## src/pwr_cfg.svh

```systemverilog
// offsets, field positions, reset values and timing counts for the wake logic
`ifndef PWR_CFG_SVH
`define PWR_CFG_SVH

// register byte offsets on the i/o port
`define OFS_WAKE_EN      8'h26
`define OFS_SMI_STATUS   8'h28

// wake enable fields
`define BIT_SNOOP_EN     2
`define BIT_USB_EN       1
`define BIT_EXT_EN       0
`define WAKE_EN_RESET    3'h0

// status fields (bits 15, 13-12 and 7-0 read as zero here)
`define BIT_RING         14
`define BIT_SMBUS        11
`define BIT_THERMAL      10
`define BIT_EXT_INT      9
`define BIT_PME          8
`define STATUS_RESET     1'h0

// position of the snoop match flag inside the smbus status byte
`define SMB_SNOOP_BIT    3
`define SMB_W            8

// clock and timing
`define CLK_FREQ_KHZ     25000
`define PBO_TIME_MS      4000
`define PBO_CYCLES       (`PBO_TIME_MS * `CLK_FREQ_KHZ)
`define PBO_CNT_W        27
`define DEB_TIME_US      16
`define DEB_CYCLES       (`DEB_TIME_US * `CLK_FREQ_KHZ / 1000)
`define DEB_CNT_W        12

`endif

```

## src/pwr_pkg.sv

```systemverilog
// types shared by the wake logic and its pin conditioner
`include "pwr_cfg.svh"

package pwr_pkg;

  // one i/o access as presented by the host bridge
  typedef struct packed {
    logic        sel;
    logic        wr;
    logic        rd;
    logic [1:0]  be;
    logic [7:0]  addr;
    logic [15:0] wdata;
  } io_req_t;

  // read answer
  typedef struct packed {
    logic        valid;
    logic [15:0] rdata;
  } io_rsp_t;

  // input polarity and debounce settings of the shared pins
  typedef struct packed {
    logic ring_inv;
    logic thermal_alarm_n_inv;
    logic ext_inv;
    logic ring_deb;
    logic thermal_alarm_n_deb;
    logic ext_deb;
  } pin_cfg_t;

  // state of one conditioned pin
  typedef struct packed {
    logic                  s1;
    logic                  s2;
    logic                  s3;
    logic                  lvl;
    logic [`DEB_CNT_W-1:0] cnt;
  } pin_state_t;

  // state of the wake logic
  typedef struct packed {
    logic [2:0]            wake_en;
    logic                  ring;
    logic                  smb;
    logic                  thermal_alarm_n;
    logic                  ext;
    logic                  pme;
    logic                  ext_prev;
    logic                  snoop_prev;
    logic                  usb_prev;
    logic                  pwr_on_n;
    logic [`PBO_CNT_W-1:0] pbo_cnt;
    logic                  pbo_hit;
    logic                  pbo_pulse;
    io_rsp_t               rsp;
  } pwr_state_t;

endpackage : pwr_pkg

```

## src/pin_sync.sv

```systemverilog
// three-stage synchroniser with polarity and optional debounce
`timescale 1ns/1ps
`include "pwr_cfg.svh"

module pin_sync #(
  parameter logic [`DEB_CNT_W-1:0] DEB_CYCLES = `DEB_CNT_W'(`DEB_CYCLES)
) (
  input  wire logic clk,
  input  wire logic rst_n,
  input  wire logic pin_n,
  input  wire logic invert,
  input  wire logic deb_en,
  output logic      level
);

  pwr_pkg::pin_state_t state_reg;
  pwr_pkg::pin_state_t state_next;
  logic                cand;

  // a change counts once stages two and three agree; s1 feeds only s2
  always_comb begin
    cand       = 1'b0;
    state_next = state_reg;
    state_next.s1 = pin_n;
    state_next.s2 = state_reg.s1;
    state_next.s3 = state_reg.s2;
    if (state_reg.s2 == state_reg.s3) begin
      cand = ~state_reg.s3 ^ invert;  // invert flips the asserted level
      if (cand == state_reg.lvl) begin
        state_next.cnt = '0;
      end else if (!deb_en || state_reg.cnt == DEB_CYCLES - 1'b1) begin
        state_next.lvl = cand;
        state_next.cnt = '0;
      end else begin
        state_next.cnt = state_reg.cnt + 1'b1;
      end
    end else begin
      state_next.cnt = '0;  // bounce restarts the hold time
    end
  end

  always_ff @(posedge clk or negedge rst_n) begin
    if (!rst_n) begin
      state_reg <= '{s1: 1'b1, s2: 1'b1, s3: 1'b1, lvl: 1'b0, cnt: '0};
    end else begin
      state_reg <= state_next;
    end
  end

  assign level = state_reg.lvl;

endmodule : pin_sync

```

## src/power_on_trigger.sv

```systemverilog
// wake enables, global event status and the main power-on output
`timescale 1ns/1ps
`include "pwr_cfg.svh"

// Summary of operation
// - snoop wake enable set: snoop match event turns main power on.
// - usb wake enable set: usb resume event turns main power on.
// - external wake enable set: rising external pin flag turns power on.
// - any enabled trigger drives the power-on output low.
// - once the output is low, triggers have no further effect.
// - soft reset and power-button override clear the wake enables.
// - wake enables keep their value through soft-off.
// - status bits 15 and 13-12 read zero.
// - ring pin assertion sets bit 14, polarity from its shared pin.
// - any smbus event sets bit 11.
// - smbus event is any status bit enabled by the smbus enables.
// - thermal pin assertion sets bit 10, polarity from its shared pin.
// - thermal flag is the shared pin input latch itself.
// - external pin assertion sets bit 9, polarity from its shared pin.
// - polarity and debounce of the shared pin apply to bit 9.
// - external flag cleared by soft reset, kept through soft-off.
// - pme pin low sets bit 8.
// - writing one clears a status bit, writing zero leaves it.
// - power button held four seconds is an override event.
module power_on_trigger #(
  parameter logic [`PBO_CNT_W-1:0] PBO_CYCLES = `PBO_CNT_W'(`PBO_CYCLES),
  parameter logic [`DEB_CNT_W-1:0] DEB_CYCLES = `DEB_CNT_W'(`DEB_CYCLES)
) (
  input  wire logic             CLOCK,
  input  wire logic             RESETN,
  input  wire pwr_pkg::io_req_t IO_REQ,
  output pwr_pkg::io_rsp_t      IO_RSP,
  input  wire logic             SOFT_RESET,
  input  wire logic             SOFT_OFF_STATE,
  input  wire logic             POWER_OFF_REQ,
  input  wire logic             USB_RESUME_FLAG,
  input  wire logic [`SMB_W-1:0] SMB_STATUS,
  input  wire logic [`SMB_W-1:0] SMB_ENABLE,
  input  wire pwr_pkg::pin_cfg_t PIN_CFG,
  input  wire logic             RING_INDICATOR_N,
  input  wire logic             THERMAL_ALARM_N,
  input  wire logic             EXT_SM_INT_PIN_N,
  input  wire logic             PM_EVENT_PIN_N,
  input  wire logic             POWER_BUTTON_N,
  output logic                  MAIN_POWER_ON_N,
  output logic                  SHARED_PIN_THERMAL,
  output logic                  SHARED_PIN_EXT_INT,
  output logic                  POWER_BUTTON_OVERRIDE
);

  pwr_pkg::pwr_state_t state_reg;
  pwr_pkg::pwr_state_t state_next;

  logic        ring_lvl;
  logic        thermal_alarm_n_lvl;
  logic        ext_lvl;
  logic        pme_lvl;
  logic        btn_lvl;
  logic        smb_evt;
  logic        snoop_match_flag;
  logic        ctrl_wr;
  logic        stat_wr;
  logic [15:0] w1c;
  logic        trigger;
  logic        pbo_evt;

  // true when a word access lands on the register at ofs
  function automatic logic addr_hit(input logic [7:0] addr, input logic [7:0] ofs);
    addr_hit = (addr[7:1] == ofs[7:1]);
  endfunction : addr_hit

  // shared pins take their polarity and debounce from the pin settings
  pin_sync #(.DEB_CYCLES(DEB_CYCLES)) u_ring (
    .clk    (CLOCK),
    .rst_n  (RESETN),
    .pin_n  (RING_INDICATOR_N),
    .invert (PIN_CFG.ring_inv),
    .deb_en (PIN_CFG.ring_deb),
    .level  (ring_lvl)
  );

  pin_sync #(.DEB_CYCLES(DEB_CYCLES)) u_thermal_alarm_n (
    .clk    (CLOCK),
    .rst_n  (RESETN),
    .pin_n  (THERMAL_ALARM_N),
    .invert (PIN_CFG.thermal_alarm_n_inv),
    .deb_en (PIN_CFG.thermal_alarm_n_deb),
    .level  (thermal_alarm_n_lvl)
  );

  pin_sync #(.DEB_CYCLES(DEB_CYCLES)) u_ext (
    .clk    (CLOCK),
    .rst_n  (RESETN),
    .pin_n  (EXT_SM_INT_PIN_N),
    .invert (PIN_CFG.ext_inv),
    .deb_en (PIN_CFG.ext_deb),
    .level  (ext_lvl)
  );

  // pme and power button are fixed active low and undebounced
  pin_sync #(.DEB_CYCLES(DEB_CYCLES)) u_pme (
    .clk    (CLOCK),
    .rst_n  (RESETN),
    .pin_n  (PM_EVENT_PIN_N),
    .invert (1'b0),
    .deb_en (1'b0),
    .level  (pme_lvl)
  );

  pin_sync #(.DEB_CYCLES(DEB_CYCLES)) u_btn (
    .clk    (CLOCK),
    .rst_n  (RESETN),
    .pin_n  (POWER_BUTTON_N),
    .invert (1'b0),
    .deb_en (1'b0),
    .level  (btn_lvl)
  );

  // decode of the i/o access and of the event sources
  always_comb begin
    smb_evt          = |(SMB_STATUS & SMB_ENABLE);
    snoop_match_flag = SMB_STATUS[`SMB_SNOOP_BIT];
    ctrl_wr = IO_REQ.sel && IO_REQ.wr && IO_REQ.be[0]
              && addr_hit(IO_REQ.addr, `OFS_WAKE_EN);
    stat_wr = IO_REQ.sel && IO_REQ.wr && IO_REQ.be[1]
              && addr_hit(IO_REQ.addr, `OFS_SMI_STATUS);
    w1c     = stat_wr ? IO_REQ.wdata : 16'h0000;
    // each source counts on its rising edge, so a level that stays
    // high cannot wake the system again right after power-off
    trigger = (state_reg.wake_en[`BIT_SNOOP_EN]
               && snoop_match_flag && !state_reg.snoop_prev)
           || (state_reg.wake_en[`BIT_USB_EN]
               && USB_RESUME_FLAG && !state_reg.usb_prev)
           || (state_reg.wake_en[`BIT_EXT_EN]
               && state_reg.ext && !state_reg.ext_prev);
    pbo_evt = btn_lvl && !state_reg.pbo_hit
              && (state_reg.pbo_cnt == PBO_CYCLES - 1'b1);
  end

  // next state of the whole block
  always_comb begin
    state_next = state_reg;
    state_next.snoop_prev = snoop_match_flag;
    state_next.usb_prev   = USB_RESUME_FLAG;
    state_next.ext_prev   = state_reg.ext;
    state_next.pbo_pulse  = pbo_evt;
    state_next.rsp.valid  = 1'b0;

    // power button hold timer, one override per press
    if (!btn_lvl) begin
      state_next.pbo_cnt = '0;
      state_next.pbo_hit = 1'b0;
    end else if (pbo_evt) begin
      state_next.pbo_hit = 1'b1;
    end else if (!state_reg.pbo_hit) begin
      state_next.pbo_cnt = state_reg.pbo_cnt + 1'b1;
    end

    // wake enables; nothing here looks at soft-off, so they are kept
    if (SOFT_RESET || pbo_evt) begin
      state_next.wake_en = `WAKE_EN_RESET;
    end else if (ctrl_wr) begin
      state_next.wake_en = IO_REQ.wdata[2:0];
    end

    // sticky flags: set beats the write-one clear
    state_next.ring  = (state_reg.ring  & ~w1c[`BIT_RING])
                       | ring_lvl;
    state_next.smb   = (state_reg.smb   & ~w1c[`BIT_SMBUS])
                       | smb_evt;
    state_next.thermal_alarm_n = (state_reg.thermal_alarm_n & ~w1c[`BIT_THERMAL])
                       | thermal_alarm_n_lvl;
    state_next.ext   = (state_reg.ext   & ~w1c[`BIT_EXT_INT])
                       | ext_lvl;
    state_next.pme   = (state_reg.pme   & ~w1c[`BIT_PME])
                       | pme_lvl;
    if (SOFT_RESET) begin
      state_next.ring  = `STATUS_RESET;
      state_next.smb   = `STATUS_RESET;
      state_next.thermal_alarm_n = `STATUS_RESET;
      state_next.ext   = `STATUS_RESET;
      state_next.pme   = `STATUS_RESET;
    end

    // power-on output: only a high output can be pulled low
    if (POWER_OFF_REQ || pbo_evt) begin
      state_next.pwr_on_n = 1'b1;
    end else if (state_reg.pwr_on_n && trigger) begin
      state_next.pwr_on_n = 1'b0;
    end

    // register read, answered one cycle after the request
    if (IO_REQ.sel && IO_REQ.rd) begin
      state_next.rsp.valid = 1'b1;
      state_next.rsp.rdata = 16'h0000;
      if (addr_hit(IO_REQ.addr, `OFS_WAKE_EN)) begin
        state_next.rsp.rdata[2:0] = state_reg.wake_en;
      end else if (addr_hit(IO_REQ.addr, `OFS_SMI_STATUS)) begin
        state_next.rsp.rdata[`BIT_RING]    = state_reg.ring;
        state_next.rsp.rdata[`BIT_SMBUS]   = state_reg.smb;
        state_next.rsp.rdata[`BIT_THERMAL] = state_reg.thermal_alarm_n;
        state_next.rsp.rdata[`BIT_EXT_INT] = state_reg.ext;
        state_next.rsp.rdata[`BIT_PME]     = state_reg.pme;
      end
    end
  end

  // soft-off is a level the block ignores: retention is the default
  always_ff @(posedge CLOCK or negedge RESETN) begin
    if (!RESETN) begin
      state_reg          <= '0;
      state_reg.pwr_on_n <= 1'b1;
    end else begin
      state_reg <= state_next;
    end
  end

  // all outputs straight from the state register
  assign IO_RSP                = state_reg.rsp;
  assign MAIN_POWER_ON_N       = state_reg.pwr_on_n;
  assign SHARED_PIN_THERMAL    = state_reg.thermal_alarm_n;
  assign SHARED_PIN_EXT_INT    = state_reg.ext;
  assign POWER_BUTTON_OVERRIDE = state_reg.pbo_pulse;

endmodule : power_on_trigger

```

## config.mk

```make
export PLATFORM = sky130hd
export DESIGN_NAME = power_on_trigger
export DESIGN_NICKNAME = d
export VERILOG_FILES = /design/src/pwr_pkg.sv /design/src/pin_sync.sv /design/src/power_on_trigger.sv
export VERILOG_INCLUDE_DIRS = /design/src /design/src/src
export SDC_FILE = /design/constraint.sdc
export NUM_CORES = 1
export LEC_CHECK = 0
export BUFFER_PORTS_ARGS = -buffer_cell sky130_fd_sc_hd__buf_2
export CAP_MARGIN = 20
export CORE_ASPECT_RATIO = 1.4
export CORE_MARGIN = 1.5
export CORE_UTILIZATION = 50
export CTS_CLUSTER_DIAMETER = 200
export CTS_CLUSTER_SIZE = 40
export DETAILED_ROUTE_END_ITERATION = 12
export PLACE_DENSITY = 0.84
export REMOVE_ABC_BUFFERS = 1
export SLEW_MARGIN = 40
export SYNTH_ARGS = -nofsm -noshare
export SYNTH_HDL_FRONTEND = slang
export SYNTH_SLANG_ARGS = --single-unit
```

## constraint.sdc

```tcl
create_clock -name CLOCK -period 1.95 [get_ports CLOCK]
set_input_delay 0.39 -clock CLOCK [delete_from_list [all_inputs] [get_ports CLOCK]]
set_output_delay 0.39 -clock CLOCK [all_outputs]
set_load 0.02 [all_outputs]
```

## Yosys cells after proc, flatten, opt, wreduce, memory -nomap -nowiden

Index checks and enable logic that the tools add are counted.

- Output and inout port bits: 21
- Word-level logic and storage cells: 153
- Bits of input ports: 62
- Bits in registers: 106

- Add/subtract/negate cells: 4
- Reductions and logical operators: 38
- Equality and inequality tests: 19
- Multiplexer cells: 25
- Bitwise gates (word level): 29

Operators with widths:

| operator | number |
|---|---|
| 12-bit 2-to-1 mux | 9 |
| 27-bit 2-to-1 mux | 2 |
| 12-bit by 1-bit adder with 12-bit output, second input constant | 3 |
| 12-bit by 9-bit equality test with 1-bit output, second input constant | 3 |
| 28-bit 2-to-1 mux | 1 |
| 27-bit by 1-bit adder with 27-bit output, second input constant | 1 |
| 27-bit equality test, second input constant | 1 |
| 17-bit 2-to-1 mux | 1 |
| 1-bit logical AND | 15 |
| 15-bit 2-to-1 mux | 1 |
| 1-bit NOT | 15 |
| 7-bit by 5-bit equality test with 1-bit output, second input constant | 2 |
| 1-bit equality test | 10 |
| 3-bit 2-to-1 mux | 3 |
| 3-bit AND reduction | 3 |
| 8-bit AND | 1 |
| 4-bit 2-to-1 mux | 2 |
| 8-bit OR reduction | 1 |
| 1-bit zero test | 7 |
| 1-bit logical OR | 7 |
| 2-bit != test, second input constant | 3 |
| 2-bit AND reduction | 3 |
| 1-bit AND | 5 |
| 1-bit 2-to-1 mux | 5 |
| 4 further kinds | 11 |

## Logic depth before layout (Yosys ltp)

- Depth in word-level cells: 8
- Mapped depth: 7

## Cells and area by module

From an unflattened synthesis, not the netlist that was laid out.

- Cell total of the unflattened synthesis: 626
- Area total of the unflattened synthesis: 6402.4 µm²

Modules (own cells, without submodules):

| module | area each (µm²) | cells an instance | times used |
|---|---|---|---|
| pin_sync | 743.2 | 72 | 5 |
| power_on_trigger | 2686.3 | 266 | 1 |

## Worst setup path after synthesis

Ideal clock, no wire load.

- Path kind: reg-to-reg
- Start: register state_reg[28] in the netlist's numbering
- End: register state_reg[55] in the netlist's numbering
- Cell stages (with the launch flop): 6
- Data arrival time: 1.999 ns
- Setup slack: -0.181 ns
- Buffers on the path: 1
- Period minus slack after synthesis: 2.131 ns
- Data required time: 1.818 ns
- Cell sequence: dfrtp_1 > or4b_1 > or4_4 > nor4_4 > buf_6 > nor3_1

- Word-level cells in the longest chain between the ends: 4
- Elaborated cells between the ends (all ways): 5
- Classes of those cells: 1 x eq/ne; 1 x mux; 3 x reduce/logical

Ends and longest elaborated chain:

| element | RTL line | source |
|---|---|---|
| from (decl) | power_on_trigger.sv:51 | `pwr_pkg::pwr_state_t state_reg;` |
| from (signal assigned) | power_on_trigger.sv:214 | `state_reg <= state_next;` |
| 27-bit equality test * | power_on_trigger.sv:137 | `&& (state_reg.pbo_cnt == PBO_CYCLES - 1'b1);` |
| 1-bit logical AND * | power_on_trigger.sv:137 |  |
| net pbo_evt | power_on_trigger.sv:65 | `logic pbo_evt;` |
| 1-bit logical OR * | power_on_trigger.sv:160 | `if (SOFT_RESET \|\| pbo_evt) begin` |
| 3-bit 2-to-1 mux or 2-bit nonzero test (tied branches) | n/a |  |

The timed path passes the listed nets; every way through them passes the cells marked *.
A chain may end at the register's enable or synchronous reset.

## Worst setup path in the final report

- Start: register state_reg[38] in the netlist's numbering
- End: register state_reg[18] in the netlist's numbering

- Word-level cells in the longest chain between the ends: 3

Ends and longest elaborated chain:

| element | RTL line |
|---|---|
| 27-bit equality test | power_on_trigger.sv:137 |
| 1-bit logical AND | power_on_trigger.sv:137 |
| 2-bit != test (no source line) | n/a |

No other way between the ends.

==> impl_metrics.env <==
export IMPL_status="finished with violations"
export IMPL_violations="negative setup slack"
export IMPL_slowest_delay_ps=520
export IMPL_fin_area_sq_um=6150
export IMPL_std_cell_rows=43
export IMPL_path_class="flop to flop"
export IMPL_fmax_mhz=509
export IMPL_pin_count=83
export IMPL_clk_pin_slew_ps=70
export IMPL_worst_r2r_path_depth=6
export IMPL_critPathMaxFanout=7
export IMPL_grt_max_degree=47
export IMPL_synth_area_sq_um=5110
export IMPL_grt_usage_pct=23.0
export IMPL_synth_top_family_by_area="simple AND/OR/NAND/NOR gates"
export IMPL_ys_ff_latch=106
export IMPL_die_y_microns=123
export IMPL_relSlewSlack_pct=60.2
export IMPL_cts_sinks=106
export IMPL_critPathTopFamily="simple AND/OR/NAND/NOR gates"
export IMPL_dr_total_vias=4222
export IMPL_hold_start="POWER_BUTTON_N"
export IMPL_start_util_pct=51.4
export IMPL_cts_root_buffer="clkbuf_16"
export IMPL_power_density_nw_per_um2=752
export IMPL_placed_area_sq_um=5710
export IMPL_synth_edf_count=0
export IMPL_drc_errors=0
export IMPL_leakage_uw=0.00273
export IMPL_crit_slowest_cell="or4b_1"
export IMPL_drtIter0Drc=286
export IMPL_worst_hold_path_endpoint="u_btn.state_next[14]"
export IMPL_fp_dieArea_sq_um=10900
export IMPL_cts_buffers=9
export IMPL_finalNonFillerCells=726
export IMPL_syn_mean_instance_area_sq_um=10.3
export IMPL_yosys_area_share_adder_pct=0.978
export IMPL_drive_gt1_share_pct=27.2
export IMPL_dr_pass1_iters=5
export IMPL_clockBufferDepth=2
export IMPL_post_dp_hpwl_mm=8.30
export IMPL_largest_reg_flops=37
export IMPL_required_ps=2240
export IMPL_grt_pass1_wl_mm=19.2
export IMPL_cts_tree="built"
export IMPL_wl_per_cell_microns=16.5
export IMPL_crit_path_end_kind="flop"
export IMPL_area_growth_pct=20.3
export IMPL_worstSkewPairLatency_ps=350
export IMPL_viasPerCell=5.82
export IMPL_synthSimpleGateAreaFrac_pct=23.1
export IMPL_r2r_start="state_reg[38]"
export IMPL_setup_viol=6
export IMPL_ir_worst_vdd_mv=0.401
export IMPL_gp_congestion=0.895
export IMPL_timing_final_ws_setup_ps=-16.0
export IMPL_min_period_over_period_pct=101
export IMPL_synth_compound_area_share_pct=10.5
export IMPL_startpoint_type="flop"
export IMPL_hold_path_class="input port to flop"
export IMPL_fin_crit_ps=1970
export IMPL_htreeDepth=3
export IMPL_crit_buf_inv=2
export IMPL_portBuffers=64
export IMPL_finalHoldViolCount=0
export IMPL_synth_mux_area_share_pct=1.39
export IMPL_fin_skew_ps=6.99
export IMPL_drt_wl_total_mm=12.0
export IMPL_synthXorXnorAreaFrac_pct=7.02
export IMPL_detail_route_antenna_nets=0
export IMPL_min_path_cells=1
export IMPL_ys_seq_area_share_pct=52.3
export IMPL_place_inst=700
export IMPL_synth_cells=495
export IMPL_cap_violations=0
export IMPL_first_global_vias=4148
export IMPL_synth_async_reset_ratio_pct=100
export IMPL_grt_remaining_overflow=0
export IMPL_core_sq_um=9950
export IMPL_diodes=0
export IMPL_rsz0062_at_grt="true"
export IMPL_dominantRegCellSynth="dfrtp_1"
export IMPL_tightestPinTransition_ps=589
export IMPL_die_x_microns=88.5
export IMPL_rrSetupSlack_ps=-20
export IMPL_yosys_warnings=0
export IMPL_cp_arrival_ps=2260
export IMPL_nets=652
export IMPL_cp_cell_sequence="or4b_1 > or4_4 > nor4_4 > buf_4 > clkbuf_16 > a21o_1"
export IMPL_post_place_ws_ps=-174
export IMPL_r2r_end="state_reg[18]"
export IMPL_maxSlewViolCount=0
export IMPL_synth_cell_type_count=54
export IMPL_grt_antenna_before_repair=0
cell usage after synthesis, types with 3 or more instances:
| cell | instances | area (sq um) |
|---|---|---|
| nor2b_1 | 4 | 25.0 |
| nor4_1 | 10 | 62.6 |
| nor3_1 | 11 | 55.1 |
| buf_4 | 17 | 128 |
| xor2_1 | 11 | 96.3 |
| nor4b_1 | 5 | 43.8 |
| and4_1 | 5 | 43.8 |
| nand3_1 | 24 | 120 |
| and3_1 | 11 | 68.8 |
| xnor2_1 | 30 | 263 |
| o21ai_0 | 15 | 75.1 |
| dfstp_2 | 16 | 420 |
| or3_1 | 5 | 31.3 |
| or4_1 | 11 | 82.6 |
| dfrtp_1 | 90 | 2250 |
| inv_1 | 12 | 45.0 |
| o31ai_1 | 12 | 90.1 |
| and2_1 | 5 | 31.3 |
| nand2_1 | 37 | 139 |
| or2_2 | 5 | 31.3 |
| ha_1 | 4 | 50.1 |
| a211oi_1 | 3 | 22.5 |
| mux2i_1 | 6 | 60.1 |
| nand4b_1 | 4 | 35.0 |
| nand4_1 | 18 | 113 |
| a22o_1 | 10 | 87.6 |
| nor2_1 | 42 | 158 |
| a21oi_1 | 22 | 110 |
| a21o_1 | 6 | 45.0 |
| clkbuf_1 | 12 | 45.0 |
how the worst max path moves through the flow:
stage | from | end | slack [ps] | cells past startpoint
after floorplan | state_reg[28] | state_reg[24] | -290 | 4
after global placement | state_reg[28] | state_reg[19] | -120 | 5
after detailed placement | state_reg[28] | state_reg[24] | -170 | 5
after CTS | state_reg[38] | state_reg[25] | -30 | 5
after global routing | state_reg[38] | state_reg[22] | -70 | 6
final | state_reg[38] | state_reg[18] | -20 | 6
logic make-up (layout without fill, tap and decap cells):
| group | Yosys count | after routing |
|---|---|---|
| xor gates and xnor gates | 41 | 41 |
| DFF | 106 | 106 |
| muxes | 7 | 7 |
| adders and majority gates | 4 | 4 |
| other | 1 | 8 |
| AOI/OAI and AO/OA | 80 | 80 |
| buffers and inverters | 44 | 133 |
| and+or+nand+nor | 212 | 212 |
power breakdown:
group / leakage [uW] / internal (uW) / switching [uW]
logic: 0.00118 / 179 / 253
registers: 0.00139 / 2290 / 59.4
clock network: 0.000154 / 1030 / 815
total: 0.00273 / 3500 / 1130
metal layers:
metal / up-vias / part of all wire, % / track usage [%]
met5: - / 0 / 0
met4: 0 / 2.5 / 10.6
met3: 26 / 4.9 / 4.64
met2: 169 / 53 / 40.0
met1: 2078 / 40 / 26.9
li1: 1949 / - / -
placed cells by master, fill, tap and decap left out, drive strengths merged, types with 12 or more instances in the layout:
cell / Yosys / final
o21ai: 15 / 15
buf: 20 / 103
o31ai: 12 / 12
nand2: 37 / 37
nand3: 24 / 24
dfrtp: 90 / 90
dfstp: 16 / 16
inv: 12 / 13
xnor2: 30 / 30
nand4: 18 / 18
nor2: 42 / 42
a21oi: 22 / 22
or4: 12 / 12
stage by stage:
stage	power (uW)	TNS [ps]	hold slack, ps	util (%)
floorplan	2570	-4540	94.4	-
global placement	2780	-1270	347	57.4
detailed placement	2810	-1870	348	57.4
CTS	4650	-193	121	61.0
global route	4810	-415	114	61.8
finish	4630	-74.7	129	61.8
layout make-up:
type                       count  area (sq um)
timing repair buffer         105           683
fill                         761          3800
tap                          135           169
clock buffer                  10           239
clock inverter                 6          65.1
multi-input combinational    352          2280
inverter                      12          45.0
sequential                   106          2670
timing repair:
action                                 CTS  global route
endpoints found under the hold margin   14             0
cloned                                   1             0
hold buffers                             1             0
setup buffers                            1             8
pin swaps                                5             7
gates resized for setup                  1            14
setup endpoints to repair               14            34
No activity file was read; power rests on OpenSTA's default activity.
